File: src/addr_decoder_params.svh
// Address map and configuration word constants for the system address decoder
`ifndef ADDR_DECODER_PARAMS_SVH
`define ADDR_DECODER_PARAMS_SVH

`define CODE_BASE        32'h0000_0000
`define CODE_LAST        32'h0007_FFFF
`define APP_LAST_LARGE   32'h0006_FFFF
`define APP_LAST_SMALL   32'h0002_FFFF
`define NVDATA_BASE      32'h0007_0000
`define NVDATA_LAST      32'h0007_7FFF
`define BOOT_BASE        32'h0007_8000
`define BOOT_LAST        32'h0007_DFFF
`define INFO_BASE        32'h0007_E000
`define INFO_LAST        32'h0007_FFFF
`define INFO_USER_LAST   32'h0007_EEFF
`define RAM_LOW_BASE     32'h2000_3800
`define RAM_LOW_LAST     32'h2000_77FF
`define RAM_HIGH_BASE    32'h2000_7800
`define RAM_HIGH_LAST    32'h2000_7FFF
`define PERIPH_BASE      32'h4000_0000
`define PERIPH_LAST      32'h4000_FFFF
`define TIMER_BASE       32'h4000_2000
`define TIMER_LAST       32'h4000_2FFF
`define UART_BASE        32'h4000_3000
`define UART_LAST        32'h4000_3FFF
`define SPI_BASE         32'h4000_4000
`define SPI_LAST         32'h4000_43FF
`define SCS_BASE         32'hE000_C000
`define SCS_LAST         32'hE000_FFFF
`define UNIT_SHIFT       10
`define UNIT_MASK        32'h0000_03FF
`define UNIT_SEL_LSB     10
`define UNIT_SEL_MSB     11
`define UNIT_COUNT       4

`define CFG_RESET_BIT    3
`define CFG_DEBUG_BIT    4
`define CFG_BOOT_BIT     6
`define CFG_READ_BIT     7
`define CFG_FLAG_MSB     31
`define CFG_FLAG_LSB     28
`define CFG_FLAG_VALUE   4'h4
`define CFG_DEFAULT      32'h4FFF_0FD5

`endif

File: src/addr_decoder_pkg.sv
// Types shared by the system address decoder
package addr_decoder_pkg;

  typedef enum logic [3:0] {
    TGT_NONE     = 4'h0,
    TGT_PROGRAM  = 4'h1,
    TGT_NVDATA   = 4'h2,
    TGT_BOOT     = 4'h3,
    TGT_INFO     = 4'h4,
    TGT_RAM_LOW  = 4'h5,
    TGT_RAM_HIGH = 4'h6,
    TGT_TIMER    = 4'h7,
    TGT_UART     = 4'h8,
    TGT_SPI      = 4'h9,
    TGT_PERIPH   = 4'hA,
    TGT_SCS      = 4'hB
  } target_t;

  typedef enum logic [2:0] {
    ACC_READ_WRITE  = 3'h0,
    ACC_READ_CLEAR  = 3'h1,
    ACC_WRITE_ONE   = 3'h2,
    ACC_SAFE_WO     = 3'h3,
    ACC_SAFE_RW     = 3'h4,
    ACC_FIXED_RO    = 3'h5,
    ACC_WRITE_ONLY  = 3'h6
  } access_t;

endpackage : addr_decoder_pkg

File: src/system_address_decoder.sv
// System address decoder with configuration word and shared bit access semantics
// How it works
// - Lowest 512KB code region goes to the program store.
// - Data region addresses select the 18KB SRAM.
// - Peripheral window addresses go to on-chip peripheral modules.
// - System window addresses go to the system control space.
// - Larger variant: application area is the first 448KB.
// - Smaller variant: application area is the first 192KB.
// - 32KB user data area sits above the application area.
// - 24KB boot area sits above the user data area.
// - Top 8KB of code region is the configuration area.
// - Lower 16KB retained bank at bottom of data region.
// - Upper 2KB retained bank at top of data region.
// - Register address is peripheral base plus register offset.
// - Timers, serial ports and SPI decoded at their bases.
// - Config bits 3 reset pin, 4 debug, 6 boot enable.
// - Config bit 7 low blocks programmer readout.
// - Debug on only with debug 1, reset pin 0, read 1.
// - Config word valid only when top nibble holds flag pattern.
// - Read-to-clear bit returns value then clears on read.
// - Write-one-clear bit clears on one, keeps on zero.
// - Protected bits written only in safe mode; only the safe-mode readable one reads back.
// - Write-only bits read zero; fixed bits ignore reset.
// - Debug pins serve only debug while debug is enabled.
`timescale 1ns/1ps
`include "addr_decoder_params.svh"

module system_address_decoder
  import addr_decoder_pkg::*;
(
  input  wire logic        sys_clk,
  input  wire logic        rst,
  // Bus access from the masters
  input  wire logic [31:0] busAddr,
  input  wire logic        busRead,
  input  wire logic        busWrite,
  input  wire logic [31:0] busWdata,
  output logic [31:0]      busRdata,
  // Part variant: 1 selects the larger application area
  input  wire logic        largeVariant,
  // Configuration word as loaded from the configuration area
  input  wire logic [31:0] cfgWord,
  input  wire logic        cfgLoad,
  // Target selection
  output logic [3:0]       targetSel,
  output logic [1:0]       unitIndex,
  output logic [31:0]      regOffset,
  output logic             progStoreSel,
  output logic             appAreaSel,
  output logic             ramSel,
  output logic             periphSel,
  output logic             scsSel,
  output logic             decodeMiss,
  output logic             cfgUserArea,
  // Configuration outputs
  output logic             config_valid_flag,
  output logic             resetPinEn,
  output logic             debugCfgEn,
  output logic             bootEn,
  output logic             readoutEn,
  output logic             debugActive,
  output logic             debugPinsOwned,
  // Shared status bits, one of each access kind except read-write and write-only
  input  wire logic        safeMode,
  input  wire logic        read_to_clear_set,
  input  wire logic        write_one_clear_set,
  input  wire logic [2:0]  bitSelect,
  output logic             read_to_clear,
  output logic             write_one_clear,
  output logic             safe_mode_write_only,
  output logic             safe_mode_write_readable,
  output logic             fixed_read_only
);

  //--------------------------------------------------------------
  // Address decode
  //--------------------------------------------------------------
  logic    inCode;
  logic    inApp;
  logic    inNvData;
  logic    inBoot;
  logic    inInfo;
  logic    inRamLow;
  logic    inRamHigh;
  logic    inTimer;
  logic    inUart;
  logic    inSpi;
  logic    inPeriph;
  logic    inScs;
  logic [31:0] appLast;
  target_t tgt;

  //--------------------------------------------------------------
  // Timer and serial port unit decode
  //--------------------------------------------------------------
  logic [3:0] timerHit;
  logic [3:0] uartHit;
  logic [1:0] unitCode;

  // One compare pair per 1KB unit, four units of each kind
  genvar u;
  generate
    for (u = 0; u < `UNIT_COUNT; u++)
    begin : g_unit
      logic [31:0] timerBase;
      logic [31:0] uartBase;
      assign timerBase   = `TIMER_BASE + (32'(u) << `UNIT_SHIFT);
      assign uartBase    = `UART_BASE + (32'(u) << `UNIT_SHIFT);
      assign timerHit[u] = busAddr >= timerBase && busAddr <= timerBase + `UNIT_MASK;
      assign uartHit[u]  = busAddr >= uartBase && busAddr <= uartBase + `UNIT_MASK;
    end
  endgenerate

  // One-hot unit hit to unit number
  always_comb
  begin
    unitCode = 2'h0;
    for (int k = 0; k < `UNIT_COUNT; k++)
    begin
      if (timerHit[k] || uartHit[k])
        unitCode = 2'(k);
    end
  end

  // Code region and its sub-areas
  assign appLast  = largeVariant ? `APP_LAST_LARGE : `APP_LAST_SMALL;
  assign inCode   = busAddr <= `CODE_LAST;
  assign inApp    = busAddr <= appLast;
  assign inNvData = busAddr >= `NVDATA_BASE && busAddr <= `NVDATA_LAST;
  assign inBoot   = busAddr >= `BOOT_BASE && busAddr <= `BOOT_LAST;
  assign inInfo   = busAddr >= `INFO_BASE && busAddr <= `INFO_LAST;

  // Data region banks
  assign inRamLow  = busAddr >= `RAM_LOW_BASE && busAddr <= `RAM_LOW_LAST;
  assign inRamHigh = busAddr >= `RAM_HIGH_BASE && busAddr <= `RAM_HIGH_LAST;

  // Peripheral window and unit bases
  assign inPeriph = busAddr >= `PERIPH_BASE && busAddr <= `PERIPH_LAST;
  assign inTimer  = |timerHit;
  assign inUart   = |uartHit;
  assign inSpi    = busAddr >= `SPI_BASE && busAddr <= `SPI_LAST;
  assign inScs    = busAddr >= `SCS_BASE && busAddr <= `SCS_LAST;

  // Priority of targets; anything else is reserved
  always_comb
  begin
    if (inApp)
      tgt = TGT_PROGRAM;
    else if (inNvData)
      tgt = TGT_NVDATA;
    else if (inBoot)
      tgt = TGT_BOOT;
    else if (inInfo)
      tgt = TGT_INFO;
    else if (inCode)
      tgt = TGT_PROGRAM;                 // Gap above small application area
    else if (inRamLow)
      tgt = TGT_RAM_LOW;
    else if (inRamHigh)
      tgt = TGT_RAM_HIGH;
    else if (inTimer)
      tgt = TGT_TIMER;
    else if (inUart)
      tgt = TGT_UART;
    else if (inSpi)
      tgt = TGT_SPI;
    else if (inPeriph)
      tgt = TGT_PERIPH;
    else if (inScs)
      tgt = TGT_SCS;
    else
      tgt = TGT_NONE;
  end

  // Group selects and register offset within a unit
  assign targetSel    = tgt;
  assign progStoreSel = inCode;
  assign appAreaSel   = inApp;
  assign ramSel       = inRamLow | inRamHigh;
  assign periphSel    = inPeriph;
  assign scsSel       = inScs;
  assign decodeMiss   = (tgt == TGT_NONE) & (busRead | busWrite);
  assign cfgUserArea  = busAddr >= `INFO_BASE && busAddr <= `INFO_USER_LAST;
  assign unitIndex    = unitCode;
  assign regOffset    = (inTimer | inUart | inSpi) ? (busAddr & `UNIT_MASK) : 32'h0;

  //--------------------------------------------------------------
  // Configuration word
  //--------------------------------------------------------------
  logic [31:0] cfg_r;
  logic [31:0] cfg_nxt;
  logic        cfgOk;
  logic        cfgTake;

  // Words without the flag pattern are refused
  assign cfgOk   = cfgWord[`CFG_FLAG_MSB:`CFG_FLAG_LSB] == `CFG_FLAG_VALUE;
  assign cfgTake = cfgLoad && cfgOk;
  assign cfg_nxt = cfgTake ? cfgWord : cfg_r;

  // Holds defaults until a valid word is loaded
  always_ff @(posedge sys_clk)
  begin
    if (rst)
      cfg_r <= `CFG_DEFAULT;
    else
      cfg_r <= cfg_nxt;
  end

  // Decoded configuration fields
  assign config_valid_flag = cfg_r[`CFG_FLAG_MSB:`CFG_FLAG_LSB] == `CFG_FLAG_VALUE;
  assign resetPinEn     = cfg_r[`CFG_RESET_BIT];
  assign debugCfgEn     = cfg_r[`CFG_DEBUG_BIT];
  assign bootEn         = cfg_r[`CFG_BOOT_BIT];
  assign readoutEn      = cfg_r[`CFG_READ_BIT];
  assign debugActive    = debugCfgEn & ~resetPinEn & readoutEn;
  assign debugPinsOwned = debugActive;

  //--------------------------------------------------------------
  // Shared access bits
  //--------------------------------------------------------------
  logic rzBit_r;
  logic rzBit_nxt;
  logic w1Bit_r;
  logic w1Bit_nxt;
  logic waBit_r;
  logic waBit_nxt;
  logic rwaBit_r;
  logic rwaBit_nxt;
  logic bitHit;
  logic rdRz;
  logic wrW1;
  logic wrSafe;
  logic [31:0] rdata_nxt;
  logic [31:0] rdata_r;
  logic        fixedVal;
  logic        selRz;
  logic        selW1;
  logic        selWo;
  logic        selRw;
  logic        rdHit;
  logic        wrHit;

  //--------------------------------------------------------------
  // Status bit select decode
  //--------------------------------------------------------------
  // Access kind chosen by the select code
  assign selRz    = bitSelect == ACC_READ_CLEAR;
  assign selW1    = bitSelect == ACC_WRITE_ONE;
  assign selWo    = bitSelect == ACC_SAFE_WO;
  assign selRw    = bitSelect == ACC_SAFE_RW;

  // Bits sit in the system control space, one per select code 1 to 5
  assign bitHit   = inScs;
  assign rdHit    = bitHit & busRead;
  assign wrHit    = bitHit & busWrite;
  assign rdRz     = rdHit & selRz;
  assign wrW1     = wrHit & selW1 & busWdata[0];
  assign wrSafe   = wrHit & safeMode;
  assign fixedVal = 1'b1;                // Tied, unaffected by reset

  // Set wins over the clearing access
  assign rzBit_nxt  = read_to_clear_set | (rzBit_r & ~rdRz);
  assign w1Bit_nxt  = write_one_clear_set | (w1Bit_r & ~wrW1);
  assign waBit_nxt  = (wrSafe && selWo) ? busWdata[0] : waBit_r;
  assign rwaBit_nxt = (wrSafe && selRw) ? busWdata[0] : rwaBit_r;

  //--------------------------------------------------------------
  // Read data
  //--------------------------------------------------------------
  // Read data; reserved space and write-only bits read zero
  always_comb
  begin
    rdata_nxt = 32'h0;
    if (rdHit)
    begin
      unique case (bitSelect)
        ACC_READ_CLEAR: rdata_nxt = {31'h0, rzBit_r};
        ACC_WRITE_ONE:  rdata_nxt = {31'h0, w1Bit_r};
        ACC_SAFE_RW:    rdata_nxt = {31'h0, rwaBit_r};
        ACC_FIXED_RO:   rdata_nxt = {31'h0, fixedVal};
        default:        rdata_nxt = 32'h0;
      endcase
    end
  end

  //--------------------------------------------------------------
  // Status bit storage
  //--------------------------------------------------------------
  // Read-to-clear bit
  always_ff @(posedge sys_clk)
  begin
    if (rst)
      rzBit_r <= 1'b0;
    else
      rzBit_r <= rzBit_nxt;
  end

  // Write-one-clear bit
  always_ff @(posedge sys_clk)
  begin
    if (rst)
      w1Bit_r <= 1'b0;
    else
      w1Bit_r <= w1Bit_nxt;
  end

  // Safe-mode write-only bit
  always_ff @(posedge sys_clk)
  begin
    if (rst)
      waBit_r <= 1'b0;
    else
      waBit_r <= waBit_nxt;
  end

  // Safe-mode readable bit
  always_ff @(posedge sys_clk)
  begin
    if (rst)
      rwaBit_r <= 1'b0;
    else
      rwaBit_r <= rwaBit_nxt;
  end

  // Registered read data, valid the cycle after the read
  always_ff @(posedge sys_clk)
  begin
    if (rst)
      rdata_r <= 32'h0;
    else
      rdata_r <= rdata_nxt;
  end

  //--------------------------------------------------------------
  // Outputs
  //--------------------------------------------------------------
  // Read data and status bit values
  assign busRdata                 = rdata_r;
  assign read_to_clear            = rzBit_r;
  assign write_one_clear          = w1Bit_r;
  assign safe_mode_write_only     = waBit_r;
  assign safe_mode_write_readable = rwaBit_r;
  assign fixed_read_only          = fixedVal;

endmodule : system_address_decoder

File: config.mk
export PLATFORM = sky130hd
export DESIGN_NAME = system_address_decoder
export DESIGN_NICKNAME = d
export VERILOG_FILES = /design/src/addr_decoder_pkg.sv /design/src/system_address_decoder.sv
export VERILOG_INCLUDE_DIRS = /design/src
export SDC_FILE = /design/constraint.sdc
export NUM_CORES = 1
export LEC_CHECK = 0
export ABC_AREA = 1
export CAP_MARGIN = 20
export CORE_AREA = 2 2 77 79
export DETAILED_ROUTE_END_ITERATION = 12
export DIE_AREA = 0 0 79 81
export DONT_BUFFER_PORTS = 1
export GPL_TIMING_DRIVEN = 0
export PLACE_DENSITY_LB_ADDON = 0.25
export SLEW_MARGIN = 10
export SYNTH_ARGS = -nofsm -noshare
export SYNTH_HDL_FRONTEND = slang
export SYNTH_SLANG_ARGS = --single-unit
File: constraint.sdc
create_clock -name sys_clk -period 2.9 [get_ports sys_clk]
set_input_delay 0.725 -clock sys_clk [delete_from_list [all_inputs] [get_ports sys_clk]]
set_output_delay 0.725 -clock sys_clk [all_outputs]
set_load 0.1 [all_outputs]
# Yosys cells after proc, flatten, opt, wreduce, memory -nomap -nowiden
# Cells that the tools add are included.
[totals]
mem_bits_rw = 0
memories = 0
romBits = 0
latchBits = 0
word_cells = 113
reg_bits = 68
input_bits = 108
out_inout_bits = 89
[op_classes]
n_reduce_logical = 27
magnitude_cmp = 34
n_div = 0
mux = 18
shift = 0
eq_ne = 7
bitwise_logic = 21
mul = 0
addsub = 0
[ops]
columns = ["cell", "n"]
rows = [
  [">= comparator 32 x 31 -> 1 bit (second input constant)", 10],
  ["<= comparator 32 x 31 -> 1 bit (second input constant)", 10],
  ["<= comparator 32 x 19 -> 1 bit (second input constant)", 4],
  [">= comparator 32 x 19 -> 1 bit (second input constant)", 3],
  [">= comparator 32 x 30 -> 1 bit (second input constant)", 2],
  ["<= comparator 32 x 30 -> 1 bit (second input constant)", 2],
  ["2-to-1 mux 4 bit", 12],
  [">= comparator 32 bit (second input constant)", 1],
  ["<= comparator 32 x 19 -> 1 bit", 1],
  ["<= comparator 32 bit (second input constant)", 1],
  ["logical AND 1 bit", 20],
  ["2-to-1 mux 19 bit", 1],
  ["bitwise AND 1 bit", 11],
  ["2-to-1 mux 10 bit", 1],
  ["== test 4 x 3 -> 1 bit (second input constant)", 2],
  ["OR reduction 4 bit", 2],
  ["== test 3 x 2 -> 1 bit (second input constant)", 2],
  ["== test 3 bit (second input constant)", 2],
  ["OR 1 bit", 6],
  ["zero test 4 bit", 1],
  ["2-to-1 mux 2 bit", 2],
  ["NOT 1 bit", 4],
  ["one-hot mux 1 bit (4 select lines)", 1],
  ["== test 3 x 1 -> 1 bit (second input constant)", 1],
  ["3 further kinds", 5],
]

# Depth between registers and ports, before layout
[depth]
ltp_word = 16
mapped_depth = 15
ltp_nobuf = 15

# Worst setup path after synthesis
# OpenSTA, ideal clock, no wires.
[synth_timing]
path_type = "in2out"
start = "input port busAddr[25]"
end = "output port decodeMiss"
arrival_time_ns = 4.429
t_required_ns = 2.175
path_stages = 13
n_path_buf = 0
path_slack_ns = -2.254
cell_sequence = "nor2_2 > nand2_2 > inv_2 > nand2_1 > nor3_4 > nand2_1 > nand2_1 > inv_2 > nand3_1 > inv_1 > a21oi_1 > nand3_1 > nor2_1"
[synth_lines]
columns = ["element", "line_no", "text"]
rows = [
  ["start: declaration", "system_address_decoder.sv:34", "input wire logic [31:0] busAddr,"],
  ["<= comparator 32 x 19 -> 1 bit (no line) (*)", "-", ""],
  ["via progStoreSel", "system_address_decoder.sv:48", "output logic progStoreSel,"],
  ["2-to-1 mux 4 bit or logical AND 1 bit (tied branches)", "-", ""],
  ["2-to-1 mux 4 bit (*)", "system_address_decoder.sv:153", "else if (inInfo)"],
  ["2-to-1 mux 4 bit (*)", "system_address_decoder.sv:151", "else if (inBoot)"],
  ["2-to-1 mux 4 bit (*)", "system_address_decoder.sv:149", "else if (inNvData)"],
  ["2-to-1 mux 4 bit (*)", "system_address_decoder.sv:147", "if (inApp)"],
  ["zero test 4 bit (*)", "system_address_decoder.sv:182", "assign decodeMiss = (tgt == TGT_NONE) & (busRead | busWrite);"],
  ["bitwise AND 1 bit (*)", "system_address_decoder.sv:182", ""],
  ["end: declaration", "system_address_decoder.sv:53", "output logic decodeMiss,"],
]
# Mark *: on every way through the listed nets, which the timed path passes. The rest lies on a longest branch.

# Worst setup path in the final report
[layout_timing]
start = "input port busAddr[24]"
end = "output port decodeMiss"
# Same word-level chain as after synthesis.

==> out/metrics.cfg <==
[min_path]
worstHoldPathCells = 2
min_to = cfg_r[31]$_SDFFE_PP0P_
holdCritStartpoint = cfg_r[31]$_SDFFE_PP0P_
hp-class = reg -> reg

[final_layout]
nFillCells = 579
layout_common_cells = buf_4, conb_1, nand2_1, inv_1, nor2_1
drive_gt1_frac = 0.439
final_common_cell = buf_4
syn_to_final_growth_pct = 52.4
final_nets = 504
antenna_cells = 0

[power_and_ir_drop]
combPwrFrac = 0.557
power_mw = 0.836
power.internal_mw = 0.360
p_leak_nw = 1.57
ir_drop_mv = 0.216
clockPowerShare = 0.194
switchingPower_mw = 0.477
switching_share = 0.570
seq_power_share = 0.249
powerDensity_nw_per_um2 = 288

[logic_synthesis]
synth_area_per_cell_sq_um = 5.98
synth-edff-count = 0
async_reset_ff_frac = 0
yosysWarnings = 0
yosysTopAreaCell = buf_4
yosys_register_bits = 13
ys_seq_area_frac = 0.136
yosysTopAreaCellShare = 0.217
ys.flop_type = dfxtp_1
postSynthCellCount = 319
yosys.cell_types.count = 33
synth.area.top_cells = buf_4, dfxtp_1, nand2_1
syn-cell-area_sq_um = 1910

[global_route]
gr-total-overflow = 0
grt_max_degree = 11
track_usage = 0.149
grt_pass1_wl_um = 7800
first_global_vias = 1755
antenna_found_initial = 0

[detailed_routing]
dr.pass1.iters = 4
route.vias.total = 2000
drtAntennaViolNets = 0
avgViaCountPerCell = 4.26
drt-initial-drc-count = 60
drt-total-wl_um = 5170
drc_errors = 0
wire_per_inst_um = 11.0

[timing]
layout_setup_ws_ns = -1.10
finalCritPeriodShare = 1.38
fin_skew_ns = 0.000659
relSlewSlack = 0.218
setup_viol = 19
tns_ns = -10.46
hold_viol = 0
worst_pin_slew_ns = 1.17
fin_crit_ns = 4.00
max_freq_ghz = 0.250
rsz0062_at_grt = yes
slew_violations = 0

[clock_network]
htree_levels = 1
cts_buffer_depth = 2
cts_root_buf = clkbuf_8
clk_pin_slew_ns = 0.06
clock_sinks = 13
cts_tree = yes
clock_latency_ns = 0.24
cts_buffers = 3

[die]
dieWidth_um = 79
die_h_um = 81
rows = 28
start_util = 0.336
num_io_pins = 197
core_sq_um = 5680
dieArea_sq_um = 6400

[worst_setup_path]
rr_endpoint = busRdata[0]$_SDFF_PP0_
crit_required_ns = 2.17
critical_path_class = in -> out
crit_arrival_ns = 3.27
crit_path_cell_trace = nor2_4, nand2_4, inv_4, nand2_4, nor3_4, nand2_2, nand2_8, inv_6, nand3_2, inv_2, a21oi_2, nand3_2, nor2_4
crit_fanout = 5
reg2reg_from = safe_mode_write_readable$_SDFFE_PP0P_
end_kind = output port
critPathMaxStageDelay_ns = 0.88
startpoint_type = primary input
slowest_stage = nor3_4
reg2reg_slack_ns = 1.30
reg2regPathDepth = 2

[placed_design]
gp_congestion = 0.822
hpwl_um = 4190
port_buffers = 0

[outcome]
violations = negative setup slack
status = finished, violations left

[job]
drv_cap = 0

-- timing repair --
action,4_1_cts,5_1_grt
hold buffers,0,0
pin swaps,23,17
hold endpoints to repair,0,0
endpoints found under the setup margin,19,22
gates cloned,1,0
gates resized for setup,47,18
setup buffers,11,7
-- worst max-delay path, delay by kind of cell --
family,cells,cell delay (ns)
compound gates,1,0.13
buf+inv,3,0.15
simple gates,9,2.25
-- synth_stat cells (2+ instances only) --
cell type / number
inv_1: 44
nor2_1: 35
nor3_1: 5
dfxtp_1: 13
nor2_2: 7
conb_1: 2
o21ai_1: 3
buf_4: 55
nor2_8: 2
nand3b_1: 4
nor4_1: 2
nand2_1: 64
nand3_2: 4
nand4_1: 10
nand3_1: 22
nor2_4: 3
inv_2: 9
a21oi_1: 8
o21ai_0: 8
nand2_2: 4
a211oi_1: 2
nor3_4: 2
-- power groups by stage --
stage               logic (mW)  registers (mW)  clock network (mW)
floorplan                0.443           0.211                   0
global placement         0.452           0.212                   0
detailed placement       0.454           0.212                   0
CTS                      0.460           0.208               0.168
global route             0.484           0.208               0.176
finish                   0.466           0.208               0.162
-- logic make-up after synthesis --
kind of cell,synth area share
DFF,0.136
and+or+nand+nor,0.453
adders and majority gates,0.00656
AOI/OAI and AO/OA,0.0755
other,0.00394
buffers and inverters,0.325
-- final cells by class --
cell class                      count  area (sq um)  share of cell area
Multi-Input combinational cell    249          1590               0.548
Buffer                             56           417               0.143
Inverter                           54           295               0.102
Sequential cell                    13           263              0.0904
Timing Repair Buffer               18           199              0.0684
Tap cell                           75          93.8              0.0323
Clock buffer                        4          45.0              0.0155
-- flip-flops by register name (all words and copies together) (netlist names) --
register and cells:
safe_mode_write_readable 1, read_to_clear 1, cfg_r 8, safe_mode_write_only 1, write_one_clear 1, busRdata 1
-- worst max path at each step --
stage,from,end,depth (start not counted)
after global placement,busAddr[27],decodeMiss,11
after global routing,busAddr[24],decodeMiss,13
after floorplan,busAddr[27],decodeMiss,13
final,busAddr[24],decodeMiss,13
after CTS,busAddr[24],decodeMiss,13
after detailed placement,busAddr[27],decodeMiss,13
-- per-stage QoR --
| step | hold slack (ns) | setup slack (ns) | utilization | cells | cell area, sq um |
|---|---|---|---|---|---|
| floorplan | 0.425 | -1.09 | - | 371 | 2330 |
| global placement | 0.440 | -1.26 | 0.428 | 446 | 2430 |
| detailed placement | 0.463 | -1.26 | 0.437 | 449 | 2480 |
| CTS | 0.477 | -1.11 | 0.492 | 465 | 2790 |
| global route | 0.512 | -1.22 | 0.512 | 469 | 2910 |
| finish | 0.476 | -1.10 | 0.512 | 469 | 2910 |
-- per-layer routing --
layer / vias up / part of all wire / track usage
li1: 1046 / - / -
met1: 861 / 0.42 / 0.195
met2: 87 / 0.47 / 0.254
met3: 6 / 0.10 / 0.0311
met4: 0 / 0.0097 / 0.0310
met5: - / 0 / 0
(Power assumes the default switching activity.)
